===== src/hdl/ddc_pkg.sv =====
// Shared constants, types and helpers of the Doppler detection configuration bank
package ddc_pkg;

   // Command addresses of the parameter registers
   localparam logic [7:0] ADDR_APPROACH_SENS = 8'h95;
   localparam logic [7:0] ADDR_LEAVE_SENS = 8'h96;
   localparam logic [7:0] ADDR_APPROACH_RESP = 8'h97;
   localparam logic [7:0] ADDR_LEAVE_RESP = 8'h98;
   localparam logic [7:0] ADDR_TARGET_VEL = 8'h99;
   localparam logic [7:0] ADDR_SAMPLE_RATE = 8'h9a;
   localparam logic [7:0] ADDR_NOISE_FILTER = 8'h9b;
   localparam logic [7:0] ADDR_TX_CHANNEL = 8'h9c;
   localparam logic [7:0] ADDR_DETECT_COND = 8'ha0;
   localparam logic [7:0] ADDR_DETECT_INV = 8'ha1;

   // Highest legal code of each parameter
   localparam logic [7:0] MAX_SENS = 8'h64;
   localparam logic [7:0] MAX_RESP = 8'h7f;
   localparam logic [7:0] MAX_VEL = 8'h07;
   localparam logic [7:0] MAX_RATE = 8'h04;
   localparam logic [7:0] MAX_FLAG = 8'h01;
   localparam logic [7:0] MAX_CHANNEL = 8'h09;
   localparam logic [7:0] MAX_COND = 8'h02;

   // Reset values
   localparam logic [6:0] RST_SENS = 7'h14;
   localparam logic [6:0] RST_RESP = 7'h07;
   localparam logic [2:0] RST_VEL = 3'h3;
   localparam logic [2:0] RST_RATE = 3'h0;
   localparam logic RST_NOISE = 1'b1;
   localparam logic [3:0] RST_CHANNEL = 4'h5;
   localparam logic [1:0] RST_COND = 2'h0;
   localparam logic RST_INV = 1'b0;

   // Detection condition codes and output pin mode codes
   localparam logic [1:0] COND_EITHER = 2'h0;
   localparam logic [1:0] COND_APPROACH = 2'h1;
   localparam logic [1:0] COND_LEAVE = 2'h2;
   localparam logic [1:0] PIN_DIGITAL = 2'h0;
   localparam logic [1:0] PIN_PWM = 2'h1;
   localparam logic [1:0] PIN_UART = 2'h2;

   // Response time step and its length in clock cycles
   localparam int unsigned CLK_PERIOD_NS = 5;
   localparam int unsigned RESP_STEP_MS = 16;
   localparam int unsigned RESP_STEP_CYCLES = RESP_STEP_MS * 1000000 / CLK_PERIOD_NS;
   localparam int unsigned STEP_CNT_W = 22;

   // Least sampling rate code allowed for each target velocity code
   localparam logic [7:0][2:0] VEL_MIN_RATE = {3'h4, 3'h3, 3'h2, 3'h1,
                                               3'h0, 3'h0, 3'h0, 3'h0};

   // Register command from the host
   typedef struct packed {
      logic valid;
      logic write;
      logic [7:0] addr;
      logic [7:0] data;
   } ddc_cmd_s;

   // Answer to one command
   typedef struct packed {
      logic valid;
      logic error;
      logic [7:0] data;
   } ddc_rsp_s;

   // Stored configuration
   typedef struct packed {
      logic [6:0] approach_sensitivity;
      logic [6:0] leave_sensitivity;
      logic [6:0] approach_response_time;
      logic [6:0] leave_response_time;
      logic [2:0] target_velocity;
      logic [2:0] sampling_rate;
      logic noise_filter_enable;
      logic [3:0] transmit_channel;
      logic [1:0] output_detect_condition;
      logic output_detect_invert;
   } ddc_cfg_s;

   // True when a velocity and sampling rate pair may stand together
   function automatic logic combo_ok(input logic [2:0] vel, input logic [2:0] rate);
      combo_ok = (rate >= VEL_MIN_RATE[vel]);
   endfunction

endpackage


===== src/hdl/ddc_persist.sv =====
// Persistence timer: declares a detection after continuous sensing for the set time
module ddc_persist #(
   parameter int unsigned STEP_CYCLES = ddc_pkg::RESP_STEP_CYCLES
) (
   input wire logic mclk_in,        // Clock
   input wire logic resetn_in,      // Asynchronous reset, active low
   input wire logic sense_in,       // Moving object currently sensed
   input wire logic [6:0] code_in,  // Response time code, (code+1) steps
   output logic detect_out          // Detection declared
);

   localparam int unsigned STEP_CNT_W = ddc_pkg::STEP_CNT_W;

   logic [ddc_pkg::STEP_CNT_W-1:0] cyc_reg, cyc_next;
   logic [7:0] step_reg, step_next;
   logic det_reg, det_next;
   logic [7:0] need;

   // Count whole steps of uninterrupted sensing; any gap restarts the wait
   always_comb begin
      need = {1'b0, code_in} + 8'h01;
      cyc_next = cyc_reg;
      step_next = step_reg;
      det_next = det_reg;
      if (!sense_in) begin
         cyc_next = '0;
         step_next = 8'h00;
         det_next = 1'b0;
      end else if (step_reg >= need) begin
         det_next = 1'b1;
      end else if (cyc_reg == STEP_CNT_W'(STEP_CYCLES - 1)) begin
         cyc_next = '0;
         step_next = step_reg + 8'h01;
         det_next = ((step_reg + 8'h01) >= need);
      end else begin
         cyc_next = cyc_reg + 1'b1;
      end
   end

   // State registers
   always_ff @(posedge mclk_in or negedge resetn_in) begin
      if (!resetn_in) begin
         cyc_reg <= '0;
         step_reg <= 8'h00;
         det_reg <= 1'b0;
      end else begin
         cyc_reg <= cyc_next;
         step_reg <= step_next;
         det_reg <= det_next;
      end
   end

   assign detect_out = det_reg;

endmodule


===== src/hdl/ddc_regs.sv =====
// Doppler detection configuration registers, command decode and output condition logic
// How it works
// - Approach sensitivity holds 0..100 percent, starts at 20 percent.
// - Leave sensitivity holds 0..100 percent independently, starts at 20 percent.
// - Stored sensitivities apply only while analog sensitivity is off.
// - Approach response time is (code+1) times 16 ms, reset code 0x07.
// - Approach declared only after continuous approach sensing for that time.
// - Leave response time uses same 16 ms steps, reset code 0x07.
// - Leave declared only after continuous leave sensing for that time.
// - Target velocity is a code 0..7, reset code 3.
// - With auto rate on, any velocity 0..7 is stored unchecked.
// - With auto rate off, a bad velocity and rate pair is refused.
// - Sampling rate code 0..4 selects 1 to 16 kHz, reset 0.
// - Stored sampling rate applies only while auto rate is off.
// - With auto rate on, rate writes store even with bad pairs.
// - With auto rate off, a bad rate and velocity pair is refused.
// - Noise filter enable is bit 0, on after reset.
// - Transmit channel 0..9, starts at 5, used when random channel off.
// - Output reacts to approach or leave, approach only, or leave only.
// - Inverse setting flips the output after the condition is judged.
// - Analog sensitivity on uses the measured analog value instead.
// - Pin mode selects digital, PWM or UART; digital by default.
// - Auto rate on uses the rate chosen by the device itself.
module ddc_regs #(
   parameter int unsigned STEP_CYCLES = ddc_pkg::RESP_STEP_CYCLES
) (
   input wire logic mclk_in,                  // Clock, 200 MHz
   input wire logic resetn_in,                // Asynchronous reset, active low
   input wire ddc_pkg::ddc_cmd_s cmd_in,      // Host command
   output ddc_pkg::ddc_rsp_s rsp_out,         // Answer, one cycle after command
   input wire logic analog_sens_en_in,        // Analog sensitivity setting enabled
   input wire logic [6:0] analog_sens_in,     // Sensitivity measured on analog input
   input wire logic auto_rate_en_in,          // Automatic sampling rate enabled
   input wire logic [2:0] auto_rate_in,       // Rate chosen by automatic control
   input wire logic random_chan_en_in,        // Random channel enabled
   input wire logic [3:0] random_chan_in,     // Channel drawn at startup
   input wire logic [1:0] pin_mode_in,        // Output pin mode
   input wire logic approach_sense_in,        // Approaching object sensed now
   input wire logic leave_sense_in,           // Leaving object sensed now
   output logic [6:0] approach_sens_out,      // Sensitivity in use for approach
   output logic [6:0] leave_sens_out,         // Sensitivity in use for leave
   output logic [2:0] target_velocity_out,    // Target velocity code in use
   output logic [2:0] sampling_rate_out,      // Sampling rate code in use
   output logic noise_filter_en_out,          // Noise reduction enabled
   output logic [3:0] tx_channel_out,         // Transmit channel in use
   output logic approach_detect_out,          // Approach detection declared
   output logic leave_detect_out,             // Leave detection declared
   output logic multi_mode_output_pin_out     // Detection level for digital or PWM
);

   ddc_pkg::ddc_cfg_s cfg_reg, cfg_next;
   ddc_pkg::ddc_rsp_s rsp_reg, rsp_next;
   logic wr;
   logic approach_det, leave_det;

   // Command decode, range and pair checks, register update
   always_comb begin
      cfg_next = cfg_reg;
      rsp_next = '0;
      rsp_next.valid = cmd_in.valid;
      wr = cmd_in.valid && cmd_in.write;
      if (cmd_in.addr == ddc_pkg::ADDR_APPROACH_SENS) begin
         rsp_next.data = {1'b0, cfg_reg.approach_sensitivity};
         if (wr && cmd_in.data > ddc_pkg::MAX_SENS) begin
            rsp_next.error = 1'b1;
         end else if (wr) begin
            cfg_next.approach_sensitivity = cmd_in.data[6:0];
         end
      end else if (cmd_in.addr == ddc_pkg::ADDR_LEAVE_SENS) begin
         rsp_next.data = {1'b0, cfg_reg.leave_sensitivity};
         if (wr && cmd_in.data > ddc_pkg::MAX_SENS) begin
            rsp_next.error = 1'b1;
         end else if (wr) begin
            cfg_next.leave_sensitivity = cmd_in.data[6:0];
         end
      end else if (cmd_in.addr == ddc_pkg::ADDR_APPROACH_RESP) begin
         rsp_next.data = {1'b0, cfg_reg.approach_response_time};
         if (wr && cmd_in.data > ddc_pkg::MAX_RESP) begin
            rsp_next.error = 1'b1;
         end else if (wr) begin
            cfg_next.approach_response_time = cmd_in.data[6:0];
         end
      end else if (cmd_in.addr == ddc_pkg::ADDR_LEAVE_RESP) begin
         rsp_next.data = {1'b0, cfg_reg.leave_response_time};
         if (wr && cmd_in.data > ddc_pkg::MAX_RESP) begin
            rsp_next.error = 1'b1;
         end else if (wr) begin
            cfg_next.leave_response_time = cmd_in.data[6:0];
         end
      end else if (cmd_in.addr == ddc_pkg::ADDR_TARGET_VEL) begin
         rsp_next.data = {5'h00, cfg_reg.target_velocity};
         if (wr && cmd_in.data > ddc_pkg::MAX_VEL) begin
            rsp_next.error = 1'b1;
         end else if (wr && !auto_rate_en_in &&
                      !ddc_pkg::combo_ok(cmd_in.data[2:0], cfg_reg.sampling_rate)) begin
            rsp_next.error = 1'b1;
         end else if (wr) begin
            cfg_next.target_velocity = cmd_in.data[2:0];
         end
      end else if (cmd_in.addr == ddc_pkg::ADDR_SAMPLE_RATE) begin
         rsp_next.data = {5'h00, cfg_reg.sampling_rate};
         if (wr && cmd_in.data > ddc_pkg::MAX_RATE) begin
            rsp_next.error = 1'b1;
         end else if (wr && !auto_rate_en_in &&
                      !ddc_pkg::combo_ok(cfg_reg.target_velocity, cmd_in.data[2:0])) begin
            rsp_next.error = 1'b1;
         end else if (wr) begin
            cfg_next.sampling_rate = cmd_in.data[2:0];
         end
      end else if (cmd_in.addr == ddc_pkg::ADDR_NOISE_FILTER) begin
         rsp_next.data = {7'h00, cfg_reg.noise_filter_enable};
         if (wr && cmd_in.data > ddc_pkg::MAX_FLAG) begin
            rsp_next.error = 1'b1;
         end else if (wr) begin
            cfg_next.noise_filter_enable = cmd_in.data[0];
         end
      end else if (cmd_in.addr == ddc_pkg::ADDR_TX_CHANNEL) begin
         rsp_next.data = {4'h0, cfg_reg.transmit_channel};
         if (wr && cmd_in.data > ddc_pkg::MAX_CHANNEL) begin
            rsp_next.error = 1'b1;
         end else if (wr) begin
            cfg_next.transmit_channel = cmd_in.data[3:0];
         end
      end else if (cmd_in.addr == ddc_pkg::ADDR_DETECT_COND) begin
         rsp_next.data = {6'h00, cfg_reg.output_detect_condition};
         if (wr && cmd_in.data > ddc_pkg::MAX_COND) begin
            rsp_next.error = 1'b1;
         end else if (wr) begin
            cfg_next.output_detect_condition = cmd_in.data[1:0];
         end
      end else if (cmd_in.addr == ddc_pkg::ADDR_DETECT_INV) begin
         rsp_next.data = {7'h00, cfg_reg.output_detect_invert};
         if (wr && cmd_in.data > ddc_pkg::MAX_FLAG) begin
            rsp_next.error = 1'b1;
         end else if (wr) begin
            cfg_next.output_detect_invert = cmd_in.data[0];
         end
      end else begin
         rsp_next.error = cmd_in.valid; // Unknown address
      end
      if (!cmd_in.valid) begin
         rsp_next = '0;
      end
   end

   // Configuration and answer registers
   always_ff @(posedge mclk_in or negedge resetn_in) begin
      if (!resetn_in) begin
         cfg_reg.approach_sensitivity <= ddc_pkg::RST_SENS;
         cfg_reg.leave_sensitivity <= ddc_pkg::RST_SENS;
         cfg_reg.approach_response_time <= ddc_pkg::RST_RESP;
         cfg_reg.leave_response_time <= ddc_pkg::RST_RESP;
         cfg_reg.target_velocity <= ddc_pkg::RST_VEL;
         cfg_reg.sampling_rate <= ddc_pkg::RST_RATE;
         cfg_reg.noise_filter_enable <= ddc_pkg::RST_NOISE;
         cfg_reg.transmit_channel <= ddc_pkg::RST_CHANNEL;
         cfg_reg.output_detect_condition <= ddc_pkg::RST_COND;
         cfg_reg.output_detect_invert <= ddc_pkg::RST_INV;
         rsp_reg <= '0;
      end else begin
         cfg_reg <= cfg_next;
         rsp_reg <= rsp_next;
      end
   end

   // Persistence timers for the two directions
   ddc_persist #(.STEP_CYCLES(STEP_CYCLES)) u_approach (
      .mclk_in(mclk_in),
      .resetn_in(resetn_in),
      .sense_in(approach_sense_in),
      .code_in(cfg_reg.approach_response_time),
      .detect_out(approach_det)
   );

   ddc_persist #(.STEP_CYCLES(STEP_CYCLES)) u_leave (
      .mclk_in(mclk_in),
      .resetn_in(resetn_in),
      .sense_in(leave_sense_in),
      .code_in(cfg_reg.leave_response_time),
      .detect_out(leave_det)
   );

   // Settings in use and the output pin level
   logic [6:0] app_sens_next, lv_sens_next;
   logic [2:0] rate_next;
   logic [3:0] chan_next;
   logic cond_hit, pin_next;

   always_comb begin
      app_sens_next = analog_sens_en_in ? analog_sens_in
                                        : cfg_reg.approach_sensitivity;
      lv_sens_next = analog_sens_en_in ? analog_sens_in
                                       : cfg_reg.leave_sensitivity;
      rate_next = auto_rate_en_in ? auto_rate_in : cfg_reg.sampling_rate;
      chan_next = random_chan_en_in ? random_chan_in : cfg_reg.transmit_channel;
      case (cfg_reg.output_detect_condition)
         ddc_pkg::COND_APPROACH: cond_hit = approach_det;
         ddc_pkg::COND_LEAVE: cond_hit = leave_det;
         default: cond_hit = approach_det || leave_det;
      endcase
      pin_next = 1'b0;
      if (pin_mode_in == ddc_pkg::PIN_DIGITAL || pin_mode_in == ddc_pkg::PIN_PWM) begin
         pin_next = cond_hit ^ cfg_reg.output_detect_invert;
      end
   end

   always_ff @(posedge mclk_in or negedge resetn_in) begin
      if (!resetn_in) begin
         approach_sens_out <= ddc_pkg::RST_SENS;
         leave_sens_out <= ddc_pkg::RST_SENS;
         target_velocity_out <= ddc_pkg::RST_VEL;
         sampling_rate_out <= ddc_pkg::RST_RATE;
         noise_filter_en_out <= ddc_pkg::RST_NOISE;
         tx_channel_out <= ddc_pkg::RST_CHANNEL;
         approach_detect_out <= 1'b0;
         leave_detect_out <= 1'b0;
         multi_mode_output_pin_out <= 1'b0;
      end else begin
         approach_sens_out <= app_sens_next;
         leave_sens_out <= lv_sens_next;
         target_velocity_out <= cfg_reg.target_velocity;
         sampling_rate_out <= rate_next;
         noise_filter_en_out <= cfg_reg.noise_filter_enable;
         tx_channel_out <= chan_next;
         approach_detect_out <= approach_det;
         leave_detect_out <= leave_det;
         multi_mode_output_pin_out <= pin_next;
      end
   end

   assign rsp_out = rsp_reg;

endmodule


===== config.mk =====
export PLATFORM = sky130hd
export DESIGN_NAME = ddc_regs
export DESIGN_NICKNAME = d
export VERILOG_FILES = /design/src/hdl/ddc_pkg.sv /design/src/hdl/ddc_persist.sv /design/src/hdl/ddc_regs.sv
export SDC_FILE = /design/constraint.sdc
export NUM_CORES = 1
export LEC_CHECK = 0
export BUFFER_PORTS_ARGS = -buffer_cell sky130_fd_sc_hd__buf_4
export CAP_MARGIN = 0
export CORE_AREA = 2 2 127 129
export DETAILED_ROUTE_END_ITERATION = 7
export DIE_AREA = 0 0 129 131
export PLACE_DENSITY = 0.76
export SLEW_MARGIN = 0
export SYNTH_ARGS = -nofsm -noshare
export SYNTH_HDL_FRONTEND = slang
export SYNTH_HIERARCHICAL = 1
export SYNTH_SLANG_ARGS = --single-unit

===== constraint.sdc =====
create_clock -name mclk_in -period 6.7 [get_ports mclk_in]
set_input_delay 1.34 -clock mclk_in [delete_from_list [all_inputs] [get_ports mclk_in]]
set_output_delay 1.34 -clock mclk_in [all_outputs]
set_load 0.01 [all_outputs]

==> flow_metrics.py <==
metrics = {
    "logic_synthesis": {
        "ys_async_sr_fraction": 1.00,
        "yosys.area_share.simple": 0.208,
        "synth_xor_area_frac": 0.0313,
        "ys_seq_area_frac": 0.424,
        "synth_fp_nets": 954,
        "synth_mux_area_frac": 0.0507,
        "yosys_warnings": 6,
        "yosys.area_share.adder": 0.0710,
        "synth_area_mm2": 0.00839,
        "ys_seq_elements": 141,
        "synth_top_family_by_area": "simple AND/OR/NAND/NOR gates",
        "synth-compound-area-share": 0.174,
        "ys.flop_type": "dfrtp_1",
        "synth_edf_count": 0,
        "avgSynthCellArea_um2": 9.68,
        "synthDistinctLibCells": 89,
        "synthCells": 867,
    },
    "power": {
        "vdd_drop_max_mv": 0.187,
        "power.total_mw": 1.99,
        "leakage_nw": 4.35,
        "powerDensity_mw_per_mm2": 206,
    },
    "cts": {
        "clk_pin_slew_ns": 0.07,
        "ctsHtreeMaxLevel": 4,
        "ctsResizeCount": 0,
        "clk_root_buffer_cell": "clkbuf_16",
        "cts_setup_buffers": 0,
        "hold_buffers": 0,
        "clock_path_buffers": 2,
        "numCtsBuffers": 17,
        "tritoncts": "built",
        "cts_sinks": 141,
        "clk_latency_ns": 0.43,
    },
    "finish": {
        "fin_nets": 1016,
        "n_fill_cell": 1282,
        "layout-drive-gt1-share": 0.213,
        "diodes": 0,
        "final_cell_area_mm2": 0.00963,
        "fin_util": 0.618,
        "syn_to_final_growth_pct": 14.8,
        "largest_reg_flops": 42,
    },
    "critical_path": {
        "crit_slowest_cell": "nor2_1",
        "worstRegToRegCells": 9,
        "crit_type": "in -> reg",
        "path_max_fanout": 14,
        "r2r_start": "cfg_reg[16]$_DFFE_PN1P_",
        "cp.arrival_ns": 3.77,
        "end_kind": "register",
        "critPathTopFamily": "simple AND/OR/NAND/NOR gates",
        "path_buf_inv": 1,
        "crit_chain": "buf_4 > and4bb_2 > nand3b_1 > or4_1 > nor2_1 > o21ai_0",
        "cp_slowest_stage_delay_ns": 0.70,
        "r2r_slack_ns": 3.32,
        "crit_path_start_kind": "input pin",
        "r2r-end": "u_leave/cyc_reg[20]$_DFFE_PN0P_",
        "cp.required_ns": 6.98,
    },
    "sta": {
        "finalMaxSlewViolations": 0,
        "setup_viol": 0,
        "finalCriticalPeriod_ns": 3.50,
        "finalClockSkew_ns": 0.00753,
        "timing.final.crit_share": 0.522,
        "slew_headroom": 0.344,
        "fmax_mhz": 286,
        "tightest_slew_ns": 0.975,
        "finalHoldViolations": 0,
        "tns_ns": 0,
        "rsz0062_at_grt": "false",
    },
    "grt": {
        "grt_pass1_wl_mm": 33.2,
        "grt_max_degree": 74,
        "grt_overflow_total": 0,
        "grtUsageTotal": 0.247,
        "grt_pass1_vias": 6604,
        "antenna_found_initial": 0,
    },
    "run_status": {
        "status": "finished clean",
    },
    "routing": {
        "drt_wl_total_mm": 19.6,
        "dr.pass1.iters": 5,
        "wl_per_cell_um": 17.0,
        "dr.first_iter.drc_count": 533,
        "ant_nets": 0,
        "num_vias": 6848,
        "via_per_inst": 5.91,
        "remaining_drc_errors": 0,
    },
    "floorplan": {
        "rows": 46,
        "dieWidth_um": 129,
        "die_area_mm2": 0.0169,
        "core_mm2": 0.0156,
        "start_util": 0.538,
        "ios": 79,
        "chipHeight_um": 131,
    },
    "placement": {
        "postPlaceCellArea_mm2": 0.00904,
        "port_buffers": 76,
        "dpl.hpwl_mm": 13.4,
        "gp_congestion": 0.937,
    },
    "hold_path": {
        "hold_path_depth": 0,
        "min_from": "cfg_reg[7]$_DFFE_PN1P_",
        "min_to": "noise_filter_en_out$_DFF_PN1_",
        "hold_path.class": "reg -> reg",
    },
    "flow_run": {
        "maxCapViolCount": 0,
    },
}
## worst max path at each step
stage	depth (start not counted)	slack, ns	to	from
finish	6	3.20	cfg_reg[35]$_DFFE_PN0P_	cmd_in[14]
global route	6	3.04	cfg_reg[40]$_DFFE_PN0P_	cmd_in[14]
CTS	6	3.29	cfg_reg[35]$_DFFE_PN0P_	cmd_in[14]
detailed placement	6	2.84	cfg_reg[38]$_DFFE_PN0P_	cmd_in[14]
global placement	6	2.92	cfg_reg[38]$_DFFE_PN0P_	cmd_in[14]
floorplan	8	3.64	cfg_reg[36]$_DFFE_PN0P_	cmd_in[0]
## layout by cell type (no fill, tap or decap), drive strengths merged, types with 6 or more instances in the layout
master	n
nor2b	9
mux2	28
or3	20
a31oi	10
nor3	22
xnor2	12
and2	10
nand3	47
clkbuf	17
inv	44
dfstp	24
a22oi	9
or4	8
nand4	11
a211o	11
dfrtp	117
a21oi	36
ha	46
nand2b	8
nor2	39
nand2	93
mux2i	11
clkinv	6
and3	24
buf	77
nor4	8
o21ai	83
o211ai	7
xor2	18
## area by class of cell
cell class                      instances  area [um^2]  area share
Timing Repair Buffer                   77          582      0.0604
Inverter                               36          135      0.0140
Multi-Input combinational cell        656         4490       0.466
Clock buffer                           17          425      0.0442
Tap cell                              216          270      0.0281
Sequential cell                       141         3560       0.369
Clock inverter                         15          170      0.0177
## synth_stat cells, types with 4 or more instances
| cell type | instances | share of area |
|---|---|---|
| dfrtp_1 | 117 | 0.35 |
| nand2_1 | 93 | 0.042 |
| o21ai_0 | 80 | 0.048 |
| ha_1 | 46 | 0.069 |
| nand3_1 | 44 | 0.026 |
| nor2_1 | 39 | 0.017 |
| a21oi_1 | 35 | 0.021 |
| inv_1 | 35 | 0.016 |
| mux2_2 | 28 | 0.038 |
| dfstp_2 | 24 | 0.075 |
| and3_1 | 22 | 0.016 |
| nor3_1 | 20 | 0.012 |
| xor2_1 | 18 | 0.019 |
| clkbuf_1 | 17 | 0.0076 |
| or3_1 | 16 | 0.012 |
| xnor2_1 | 12 | 0.013 |
| a211o_1 | 11 | 0.011 |
| mux2i_1 | 11 | 0.013 |
| nand4_1 | 11 | 0.0082 |
| a31oi_1 | 10 | 0.0075 |
| and2_1 | 10 | 0.0075 |
| a22oi_1 | 9 | 0.0080 |
| nor2b_1 | 9 | 0.0067 |
| or4_1 | 8 | 0.0072 |
| buf_2 | 7 | 0.0042 |
| nand2b_1 | 7 | 0.0052 |
| nor4_1 | 6 | 0.0045 |
| a21o_1 | 5 | 0.0045 |
| o2111ai_1 | 5 | 0.0052 |
| o211ai_1 | 5 | 0.0045 |
| or2_2 | 5 | 0.0037 |
| a22o_1 | 4 | 0.0042 |
| buf_6 | 4 | 0.0054 |
| o21a_1 | 4 | 0.0036 |
| o31ai_1 | 4 | 0.0036 |
## logic make-up (layout without fill, tap and decap cells)
group / after synthesis / in the layout
xor+xnor: 30 / 30
fa+ha+maj: 48 / 48
buf+inv: 70 / 145
mux: 39 / 39
simple gates: 322 / 322
other cells: 1 / 1
flops: 141 / 141
compound gates: 216 / 216
## through the flow
step,setup slack (ns),hold WS (ns),instances
floorplan,3.64,0.359,867
global placement,2.92,0.366,1126
detailed placement,2.84,0.370,1126
CTS,3.29,0.380,1158
global route,3.04,0.388,1158
finish,3.20,0.379,1158
## layer usage
metal / up-vias / GRT usage / wire length [um]
li1: 3294 / - / -
met1: 3350 / 0.344 / 9200
met2: 180 / 0.387 / 9250
met3: 24 / 0.0546 / 933
met4: 0 / 0.0793 / 258
met5: - / 0 / 0
## power breakdown
group          internal [mW]  switching [mW]  leakage (nW)
clock                  0.502           0.434         0.288
sequential             0.876          0.0160          1.76
combinational         0.0632          0.0971          2.29
Power figures use the tool's default switching activity.
